## src/rtl/rscl_map.vh

```
// Purpose: Register offsets, field positions, reset values and timing counts
// Assumes: APB with 32-bit data, one aligned word per register
// Notes:   Strap register offsets are locally chosen
`ifndef RSCL_MAP_VH
`define RSCL_MAP_VH

// ============================================================
// Register byte offsets
`define RSCL_OFF_PRIMARY      8'h00
`define RSCL_OFF_SECONDARY    8'h04
`define RSCL_OFF_RAW_PINS     8'h08

// ============================================================
// Primary strap register fields
`define RSCL_P_HOST_BUS       0
`define RSCL_P_FAST_LB        2
`define RSCL_P_EXT_CLK        3
`define RSCL_P_HW_SLEEP       4
`define RSCL_P_SLEEP_PORT     5
`define RSCL_P_LONG_BURST     7

// ============================================================
// Secondary strap register fields
`define RSCL_S_RELATCH        3
`define RSCL_S_FEATURE        7
`define RSCL_S_SW_MASK        8'h7F

// ============================================================
// Strap pin positions, relative to memory data bit 16
`define RSCL_PIN_HOST_BUS     0
`define RSCL_PIN_EXT_CLK      3
`define RSCL_PIN_HW_SLEEP     4
`define RSCL_PIN_SLEEP_PORT   5
`define RSCL_PIN_FEATURE      9
`define RSCL_PIN_UNSUP_MASK   10'h1C6

// ============================================================
// Reset values and decoded constants
`define RSCL_RST_PRIMARY      8'h00
`define RSCL_RST_SECONDARY    8'h00
`define RSCL_WAKE_PORT_LOCAL  16'h03C3
`define RSCL_WAKE_PORT_ALT    16'h46E8
`define RSCL_PCI_BURST_MIN    5'h08
`define RSCL_BURST_DEFAULT    5'h00

`endif

```

## src/rtl/rscl_edge_det.v

```verilog
// Purpose: Rising and falling edge detector for a synchronous level
// Assumes: Input is already synchronous to CLK
// Notes:   History register resets to the given level
`timescale 1ns/100ps

module rscl_edge_det #(
  parameter INIT = 1'b0
) (
  // Clock and reset
  input  wire CLK,
  input  wire RST,
  // Level in, pulses out
  input  wire level_in,
  output wire rise,
  output wire fall
);

  reg prev_r;

  // ============================================================
  // History
  always @(posedge CLK) begin
    if (RST) begin
      prev_r <= INIT;
    end else begin
      prev_r <= level_in;
    end
  end

  assign rise = level_in & ~prev_r;
  assign fall = ~level_in & prev_r;

endmodule // rscl_edge_det

```

## src/rtl/rscl_apb_slave.v

```verilog
// Purpose: Minimal APB slave front end, zero wait states
// Assumes: APB3 signalling, 32-bit data
// Notes:   Produces one-cycle write and read strobes in the access phase
`timescale 1ns/100ps

module rscl_apb_slave #(
  parameter AW = 8
) (
  // APB
  input  wire          psel,
  input  wire          penable,
  input  wire          pwrite,
  input  wire [AW-1:0] paddr,
  output wire          pready,
  // Strobes
  output wire          wr_stb,
  output wire          rd_stb,
  output wire [AW-1:0] reg_addr
);

  // ============================================================
  // Access phase decode
  assign pready   = 1'b1;
  assign wr_stb   = psel & penable & pwrite;
  assign rd_stb   = psel & penable & ~pwrite;
  assign reg_addr = paddr;

endmodule // rscl_apb_slave

```

## src/rtl/rscl_strap_latch.v

```verilog
// Purpose: Latches board straps on memory data pins into two config registers
// Assumes: Pins sampled synchronously; pins carry internal pull-downs
// Notes:   Capture on system reset rising edge or on software relatch falling edge
`timescale 1ns/100ps
`include "rscl_map.vh"

// Notes on behaviour
// Sample the ten strap pins when system reset rises into config registers.
// Internal pull-down: unpulled pin reads 0, pulled-up pin reads 1.
// Software relatch bit falling 1 to 0 re-samples straps into both registers.
// Pin 25 strap lands in secondary bit 7, enabling feature connector port.
// Pin 21 strap lands in primary bit 5, choosing wake port 3C3h or 46E8h.
// Pin 20 strap lands in primary bit 4, enabling hardware sleep.
// Pin 19 strap lands in primary bit 3, selecting external clocks, synths off.
// Pin 16 strap lands in primary bit 0, selecting local or PCI host bus.
// PCI host bus selected means burst cycle minimum of eight host clocks.
// Board leaves pins 17, 18, 22, 23, 24 without pull-ups.
// Fast local bus bit 2 and long burst bit 7 are not implemented.
// Latched values hold between capture events.
module rscl_strap_latch #(
  parameter AW = 8
) (
  // Clock and reset
  input  wire          CLK,
  input  wire          RST,
  // System reset level, low while asserted; capture on its release
  input  wire          SYS_RESET,
  // Strap pins, memory data 25..16
  input  wire [9:0]    MEMORY_DATA_STRAP_PINS,
  output wire [9:0]    STRAP_PULLDOWN_OE,
  // APB
  input  wire          PSEL,
  input  wire          PENABLE,
  input  wire          PWRITE,
  input  wire [AW-1:0] PADDR,
  input  wire [31:0]   PWDATA,
  output reg  [31:0]   PRDATA,
  output wire          PREADY,
  output wire          PSLVERR,
  // Decoded configuration
  output wire          HOST_BUS_SELECT_STRAP,
  output wire          EXTERNAL_CLOCK_STRAP,
  output wire          HW_SLEEP_STRAP,
  output wire          SLEEP_PORT_SELECT_STRAP,
  output wire          FEATURE_PORT_STRAP,
  output wire          SYNTH_POWER_DOWN,
  output reg  [15:0]   WAKE_PORT_ADDR,
  output reg  [4:0]    PCI_BURST_MIN
);

  // ============================================================
  // Declarations
  reg  [7:0]    primary_r;
  reg  [7:0]    secondary_r;
  reg  [7:0]    primary_nxt;
  reg  [7:0]    secondary_nxt;
  reg  [9:0]    pins_r;
  wire          wr_stb;
  wire          rd_stb;
  wire [AW-1:0] reg_addr;
  wire          rst_rise;
  wire          relatch_fall;
  wire          relatch_lvl;
  wire          capture;
  wire          sec_wr;

  // ============================================================
  // Helpers
  function [7:0] map_primary;
    input [9:0] p;
    begin
      map_primary = 8'h00;
      map_primary[`RSCL_P_HOST_BUS]   = p[`RSCL_PIN_HOST_BUS];
      map_primary[`RSCL_P_EXT_CLK]    = p[`RSCL_PIN_EXT_CLK];
      map_primary[`RSCL_P_HW_SLEEP]   = p[`RSCL_PIN_HW_SLEEP];
      map_primary[`RSCL_P_SLEEP_PORT] = p[`RSCL_PIN_SLEEP_PORT];
      // Bits 2 and 7 stay zero: options dropped
    end
  endfunction

  // ============================================================
  // Bus front end
  rscl_apb_slave #(.AW(AW)) u_apb (
    .psel     (PSEL),
    .penable  (PENABLE),
    .pwrite   (PWRITE),
    .paddr    (PADDR),
    .pready   (PREADY),
    .wr_stb   (wr_stb),
    .rd_stb   (rd_stb),
    .reg_addr (reg_addr)
  );

  assign PSLVERR = 1'b0;

  // ============================================================
  // Pull-downs always on; board pull-ups win
  assign STRAP_PULLDOWN_OE = 10'h3FF;

  // ============================================================
  // Capture events
  // Rising edge of the system reset level, seen on our clock
  rscl_edge_det #(.INIT(1'b0)) u_sysrst (
    .CLK      (CLK),
    .RST      (RST),
    .level_in (SYS_RESET),
    .rise     (rst_rise),
    .fall     ()
  );

  assign relatch_lvl = secondary_r[`RSCL_S_RELATCH];

  rscl_edge_det #(.INIT(1'b0)) u_relatch (
    .CLK      (CLK),
    .RST      (RST),
    .level_in (relatch_lvl),
    .rise     (),
    .fall     (relatch_fall)
  );

  assign capture = rst_rise | relatch_fall;
  assign sec_wr  = wr_stb & (reg_addr == `RSCL_OFF_SECONDARY);

  // ============================================================
  // Register next state
  always @* begin
    primary_nxt   = primary_r;
    secondary_nxt = secondary_r;
    // Software writes only the low bits; strap bit 7 is hardware owned
    if (sec_wr) begin
      secondary_nxt = (secondary_r & ~`RSCL_S_SW_MASK) | (PWDATA[7:0] & `RSCL_S_SW_MASK);
    end
    // Capture wins over the software write on strap bits
    if (capture) begin
      primary_nxt = map_primary(pins_r);
      secondary_nxt[`RSCL_S_FEATURE] = pins_r[`RSCL_PIN_FEATURE];
    end
  end

  always @(posedge CLK) begin
    if (RST) begin
      primary_r   <= `RSCL_RST_PRIMARY;
      secondary_r <= `RSCL_RST_SECONDARY;
    end else begin
      primary_r   <= primary_nxt;
      secondary_r <= secondary_nxt;
    end
  end

  // Sampled through reset too, so a capture at reset exit sees real levels
  always @(posedge CLK) begin
    pins_r <= MEMORY_DATA_STRAP_PINS;
  end

  // ============================================================
  // Read path
  always @* begin
    PRDATA = 32'h00000000;
    if (rd_stb) begin
      case (reg_addr)
        `RSCL_OFF_PRIMARY:   PRDATA = {24'h000000, primary_r};
        `RSCL_OFF_SECONDARY: PRDATA = {24'h000000, secondary_r};
        `RSCL_OFF_RAW_PINS:  PRDATA = {22'h0, pins_r};
        default:             PRDATA = 32'h00000000;
      endcase
    end
  end

  // ============================================================
  // Decoded configuration outputs
  assign HOST_BUS_SELECT_STRAP   = primary_r[`RSCL_P_HOST_BUS];
  assign EXTERNAL_CLOCK_STRAP    = primary_r[`RSCL_P_EXT_CLK];
  assign SYNTH_POWER_DOWN        = primary_r[`RSCL_P_EXT_CLK];
  assign HW_SLEEP_STRAP          = primary_r[`RSCL_P_HW_SLEEP];
  assign SLEEP_PORT_SELECT_STRAP = primary_r[`RSCL_P_SLEEP_PORT];
  assign FEATURE_PORT_STRAP      = secondary_r[`RSCL_S_FEATURE];

  always @* begin
    if (primary_r[`RSCL_P_SLEEP_PORT]) begin
      WAKE_PORT_ADDR = `RSCL_WAKE_PORT_ALT;
    end else begin
      WAKE_PORT_ADDR = `RSCL_WAKE_PORT_LOCAL;
    end
    if (primary_r[`RSCL_P_HOST_BUS]) begin
      PCI_BURST_MIN = `RSCL_PCI_BURST_MIN;
    end else begin
      PCI_BURST_MIN = `RSCL_BURST_DEFAULT;
    end
  end

endmodule // rscl_strap_latch

```

## config.mk

```make
export PLATFORM = sky130hd
export DESIGN_NAME = rscl_strap_latch
export DESIGN_NICKNAME = d
export VERILOG_FILES = /design/src/rtl/rscl_edge_det.v /design/src/rtl/rscl_apb_slave.v /design/src/rtl/rscl_strap_latch.v
export VERILOG_INCLUDE_DIRS = /design/src /design/src/rtl
export SDC_FILE = /design/constraint.sdc
export NUM_CORES = 1
export LEC_CHECK = 0
export ABC_AREA = 1
export BUFFER_PORTS_ARGS = -buffer_cell sky130_fd_sc_hd__buf_2
export CAP_MARGIN = 0
export CORE_MARGIN = 2
export CORE_UTILIZATION = 25
export CTS_CLUSTER_SIZE = 8
export DETAILED_ROUTE_END_ITERATION = 10
export PLACE_DENSITY = 0.55
export SYNTH_ARGS = -nofsm -noshare
export SYNTH_HDL_FRONTEND = slang
export SYNTH_HIERARCHICAL = 1
export SYNTH_SLANG_ARGS = --single-unit
```

## constraint.sdc

```tcl
create_clock -name CLK -period 2 [get_ports CLK]
set_clock_uncertainty 0.1 [all_clocks]
set_input_delay 0.4 -clock CLK [delete_from_list [all_inputs] [get_ports CLK]]
set_output_delay 0.4 -clock CLK [all_outputs]
set_load 0.01 [all_outputs]
```

Word-level counts from Yosys, hierarchy flattened
Index checks and enable logic that the tools add are counted.
{"block": "word_totals", "register_bits": 24, "out_inout_bits": 71, "wordCells": 27}
{"block": "classes", "n_eq_ne": 2, "n_mux": 6, "bitwise": 11, "n_reduce_logical": 2}
{"cell": "$pmux 10 s3", "count": 1}
{"cell": "$mux 15", "count": 1}
{"cell": "$mux 10", "count": 1}
{"cell": "$eq 8x3->1 const B", "count": 1}
{"cell": "$eq 8x4->1 const B", "count": 1}
{"cell": "$logic_not 8->1", "count": 1}
{"cell": "$mux 8", "count": 1}
{"cell": "$or 8x7->8", "count": 1}
{"cell": "$and 1x1->1", "count": 6}
{"cell": "$mux 4", "count": 1}
{"cell": "$not 1->1", "count": 3}
{"cell": "$reduce_bool 2->1", "count": 1}
{"cell": "$mux 1", "count": 1}
{"cell": "$or 1x1->1", "count": 1}

Depth between registers and ports, before layout
{"block": "depth", "word_depth": 5, "mapped_depth": 9, "mapped_depth_nobuf": 7}

Hierarchy
Netlist, hierarchy kept.
{"mod": "rscl_strap_latch", "instances": 1, "cells_per_inst": 196, "area_each_um2": 1433.9, "seq_area_each_um2": 440.4}
{"mod": "rscl_apb_slave", "instances": 1, "cells_per_inst": 14, "area_each_um2": 86.3, "seq_area_each_um2": 0.0}
{"mod": "rscl_edge_det", "instances": 2, "cells_per_inst": 6, "area_each_um2": 38.8, "seq_area_each_um2": 20.0}

Worst setup path after synthesis
No wires, ideal clock.
{"block": "synth_path", "kind": "input to output", "start": "in PADDR[7]", "end": "out PRDATA[7]", "t_arrival_ps": 1238, "t_required_ps": 1500, "setup_slack_ps": 262, "stages": 7, "path_cell_list": "buf_4 > nor2_2 > nand2_2 > nor2_2 > buf_6 > nand2_2 > a21oi_1"}
{"block": "synth_between", "elab_chain_len": 3, "word_cells_on_any_way": 5, "classes_between": "eq/ne: 2; mux: 2; reduce/logical: 1"}
{"element": "from (decl)", "line_no": "rscl_strap_latch.v:35", "text": "input wire [AW-1:0] PADDR,"}
{"element": "$eq 8x4->1 (tied with other cells)", "line_no": "rscl_strap_latch.v:160", "text": "case (reg_addr)"}
{"element": "$pmux 10 s3 *", "line_no": "rscl_strap_latch.v:160"}
{"element": "$mux 10 *", "line_no": "rscl_strap_latch.v:159", "text": "if (rd_stb) begin"}
{"element": "to (decl)", "line_no": "rscl_strap_latch.v:37", "text": "output reg [31:0] PRDATA,"}
Mark *: on every way between the ends. The rest lies on a longest branch, timed or not.

Worst setup path after layout
{"block": "layout_path", "start": "in PADDR[7]", "end": "out PRDATA[2]"}
The elaborated chain is that of the path after synthesis.

==> impl_metrics.prom <==
# TYPE chip_impl_metric gauge
chip_impl_info{name="startpoint_type",value="input port"} 1
chip_impl_metric{name="grt_pass1_wl",unit="µm"} 4740
chip_impl_metric{name="timing.final.hold_violations",unit=""} 0
chip_impl_metric{name="grt_pass1_vias",unit=""} 1066
chip_impl_metric{name="final_core_util",unit=""} 0.273
chip_impl_metric{name="tns",unit="ns"} 0
chip_impl_metric{name="gp_congestion",unit=""} 0.769
chip_impl_metric{name="antenna_violations_before_repair",unit=""} 0
chip_impl_metric{name="flow.area_growth_from_synthesis",unit="%"} 7.26
chip_impl_metric{name="worst-endpoint-required",unit="ns"} 1.50
chip_impl_metric{name="floorplan.die.height",unit="µm"} 83.7
chip_impl_metric{name="global_route_total_usage_across_every_layer",unit=""} 0.0818
chip_impl_metric{name="cts-hold-fix-buffers",unit=""} 0
chip_impl_info{name="timing.setup.critical_path_class",value="in -> out"} 1
chip_impl_metric{name="fin_area",unit="µm²"} 1700
chip_impl_metric{name="swShare",unit=""} 0.265
chip_impl_metric{name="holdWs",unit="ns"} 0.134
chip_impl_metric{name="post-dp-hpwl",unit="µm"} 2490
chip_impl_metric{name="report.final.slew_viol_count",unit=""} 0
chip_impl_metric{name="dr.pass1.iters",unit=""} 4
chip_impl_metric{name="critical_path_buf_inv_count",unit=""} 2
chip_impl_info{name="hold_path_class",value="in -> reg"} 1
chip_impl_metric{name="globalRoute.totalOverflow",unit=""} 0
chip_impl_metric{name="drtAntennaViolNets",unit=""} 0
chip_impl_metric{name="seqPwrFrac",unit=""} 0.516
chip_impl_metric{name="port-buffer-count",unit=""} 54
chip_impl_metric{name="instances_no_fill",unit=""} 335
chip_impl_metric{name="drt_iter0_markers",unit=""} 17
chip_impl_metric{name="finalSetupViolations",unit=""} 0
chip_impl_metric{name="cap_viol_max_count",unit=""} 0
chip_impl_metric{name="detailedPlace.worstSlack",unit="ns"} 0.105
chip_impl_metric{name="fp-row-count",unit=""} 29
chip_impl_info{name="crit_chain",value="buf_2 -> nor2_2 -> nand2_2 -> nor2_2 -> nand2_1 -> a21oi_2 -> buf_2"} 1
chip_impl_metric{name="crit_path_max_incr_delay",unit="ns"} 0.29
chip_impl_metric{name="num-fill-cells",unit=""} 690
chip_impl_info{name="grt_setup_unrepaired",value="false"} 1
chip_impl_metric{name="syn_inst",unit=""} 219
chip_impl_metric{name="cts_inserted_buffers",unit=""} 3
chip_impl_metric{name="detail_route.drc_violations",unit=""} 0
chip_impl_metric{name="grt_start_max_net_pins",unit=""} 14
chip_impl_metric{name="post_synthesis_area_per_instance",unit="µm²"} 7.24
chip_impl_info{name="critPathTopFamily",value="simple AND/OR/NAND/NOR gates"} 1
chip_impl_metric{name="worst-endpoint-arrival",unit="ns"} 1.40
chip_impl_metric{name="fp.dieW",unit="µm"} 83.7
chip_impl_metric{name="fin_ws",unit="ns"} 0.102
chip_impl_metric{name="p_clk_frac",unit=""} 0.323
chip_impl_metric{name="design_power_total",unit="mW"} 0.986
chip_impl_metric{name="initial_core_util",unit=""} 0.254
chip_impl_info{name="outcome",value="completed"} 1
chip_impl_metric{name="clkLatencyLatePin",unit="ns"} 0.26
chip_impl_metric{name="place.detailed.instances",unit=""} 331
chip_impl_metric{name="floorplan.core_area",unit="µm²"} 6240
chip_impl_metric{name="cp_max_fanout",unit=""} 6
chip_impl_metric{name="vdd_drop_max",unit="mV"} 0.406
chip_impl_metric{name="netSwitchingPower",unit="mW"} 0.262
chip_impl_info{name="cts_tree",value="done"} 1
chip_impl_metric{name="insertedDiodeCount",unit=""} 0
chip_impl_metric{name="power.leakage",unit="nW"} 0.932
chip_impl_metric{name="dieArea",unit="µm²"} 7000
chip_impl_metric{name="timing.final.crit_share",unit=""} 0.949
chip_impl_metric{name="p_int",unit="mW"} 0.724
chip_impl_info{name="clockRootBuffer",value="sky130_fd_sc_hd__clkbuf_8"} 1
chip_impl_metric{name="cts.clk_slew.worst_paths",unit="ns"} 0.08
chip_impl_metric{name="final_layout_size_suffix_gt1_frac",unit=""} 0.314
chip_impl_metric{name="clock_period_minus_final_worst_setup_slack",unit="ns"} 1.90
chip_impl_info{name="worst_path_max_delay_cell",value="sky130_fd_sc_hd__nor2_2"} 1
chip_impl_metric{name="synthesis.yosys.warnings",unit=""} 6
chip_impl_metric{name="post_synthesis_cell_area",unit="µm²"} 1590
chip_impl_metric{name="comb_power_share",unit=""} 0.161
chip_impl_metric{name="power-per-cell-area",unit="nW/µm²"} 579
chip_impl_metric{name="detail_route.wl_per_cell",unit="µm"} 8.72
chip_impl_metric{name="detail_route.vias_per_cell",unit=""} 3.65
chip_impl_metric{name="top_level_ports",unit=""} 127
chip_impl_metric{name="wl",unit="µm"} 2920
chip_impl_metric{name="clock-sinks",unit=""} 24
chip_impl_metric{name="htreeDepth",unit=""} 1
chip_impl_metric{name="max_freq",unit="MHz"} 527
chip_impl_metric{name="cts_buffer_depth",unit=""} 2
chip_impl_metric{name="finish.net_count",unit=""} 315
chip_impl_metric{name="vias",unit=""} 1222
chip_impl_metric{name="detailed_place.area",unit="µm²"} 1640
chip_impl_info{name="critPathCaptureType",value="primary output"} 1
[cells in the final DEF (no fill, tap or decap)]
cell / count
sky130_fd_sc_hd__nor2_2: 5
sky130_fd_sc_hd__inv_1: 23
sky130_fd_sc_hd__dfxtp_1: 24
sky130_fd_sc_hd__buf_4: 4
sky130_fd_sc_hd__buf_2: 54
sky130_fd_sc_hd__a21oi_1: 2
sky130_fd_sc_hd__nand3_2: 1
sky130_fd_sc_hd__inv_2: 2
sky130_fd_sc_hd__nor2_1: 30
sky130_fd_sc_hd__conb_1: 47
sky130_fd_sc_hd__nand2_1: 23
sky130_fd_sc_hd__nor3b_2: 2
sky130_fd_sc_hd__nand3_1: 23
sky130_fd_sc_hd__nand2_2: 3
sky130_fd_sc_hd__clkbuf_8: 4
sky130_fd_sc_hd__nor3_4: 1
sky130_fd_sc_hd__nor2_4: 2
sky130_fd_sc_hd__a21oi_2: 3
sky130_fd_sc_hd__o21ai_0: 5
[registers in the layout (all words and copies together), names as in the netlist]
register and flops:
primary_r 4, u_relatch/prev_r 1, secondary_r 8, u_sysrst/prev_r 1, pins_r 10
[final cells by class]
| cell class | instances | area [µm²] | area share |
|---|---|---|---|
| timing repair buffer | 58 | 300 | 0.176 |
| sequential | 24 | 480 | 0.282 |
| tap | 77 | 96.3 | 0.0566 |
| multi-input combinational | 147 | 676 | 0.397 |
| clock buffer | 4 | 55.1 | 0.0324 |
| inverter | 25 | 93.8 | 0.0551 |
[path summary, 6_finish.rpt]
path,startpoint,end,slack [ns],cells after the start
max,PADDR[7],PRDATA[2],0.10,7
min,MEMORY_DATA_STRAP_PINS[7],pins_r[7]$_DFF_P_,0.13,1
max reg2reg,secondary_r[3]$_SDFFE_PP0P_,primary_r[0]$_SDFFE_PP0N_,0.64,5
min reg2reg,secondary_r[4]$_SDFFE_PP0P_,secondary_r[4]$_SDFFE_PP0P_,0.39,2
[metal layers]
metal,up-vias,track usage,routed length (µm)
met5,-,0,0
met4,0,0.0220,12
met3,2,0.0198,297
met2,69,0.136,1280
met1,519,0.106,1330
li1,632,-,-
[worst reg2reg max path, stage by stage (launching register included)]
cell	delay [ns]
sky130_fd_sc_hd__dfxtp_1	0.42
sky130_fd_sc_hd__nor2_1	0.07
sky130_fd_sc_hd__nor2_1	0.33
sky130_fd_sc_hd__inv_1	0.17
sky130_fd_sc_hd__nor2_1	0.12
sky130_fd_sc_hd__nor2_1	0.05
[timing repair]
action | 4_1_cts | 5_1_grt
buffers inserted | 0 | 0
setup endpoints to repair | 0 | 1
resized for setup | 0 | 2
[power by group through the flow]
stage | sequential, mW | combinational, mW | clock (mW)
3_3_place_gp | 0.521 | 0.156 | 0
5_1_grt | 0.513 | 0.179 | 0.354
2_1_floorplan | 0.522 | 0.191 | 0
6_report | 0.509 | 0.159 | 0.318
3_5_place_dp | 0.521 | 0.158 | 0
4_1_cts | 0.510 | 0.158 | 0.329
Power figures use the tool's default switching activity.
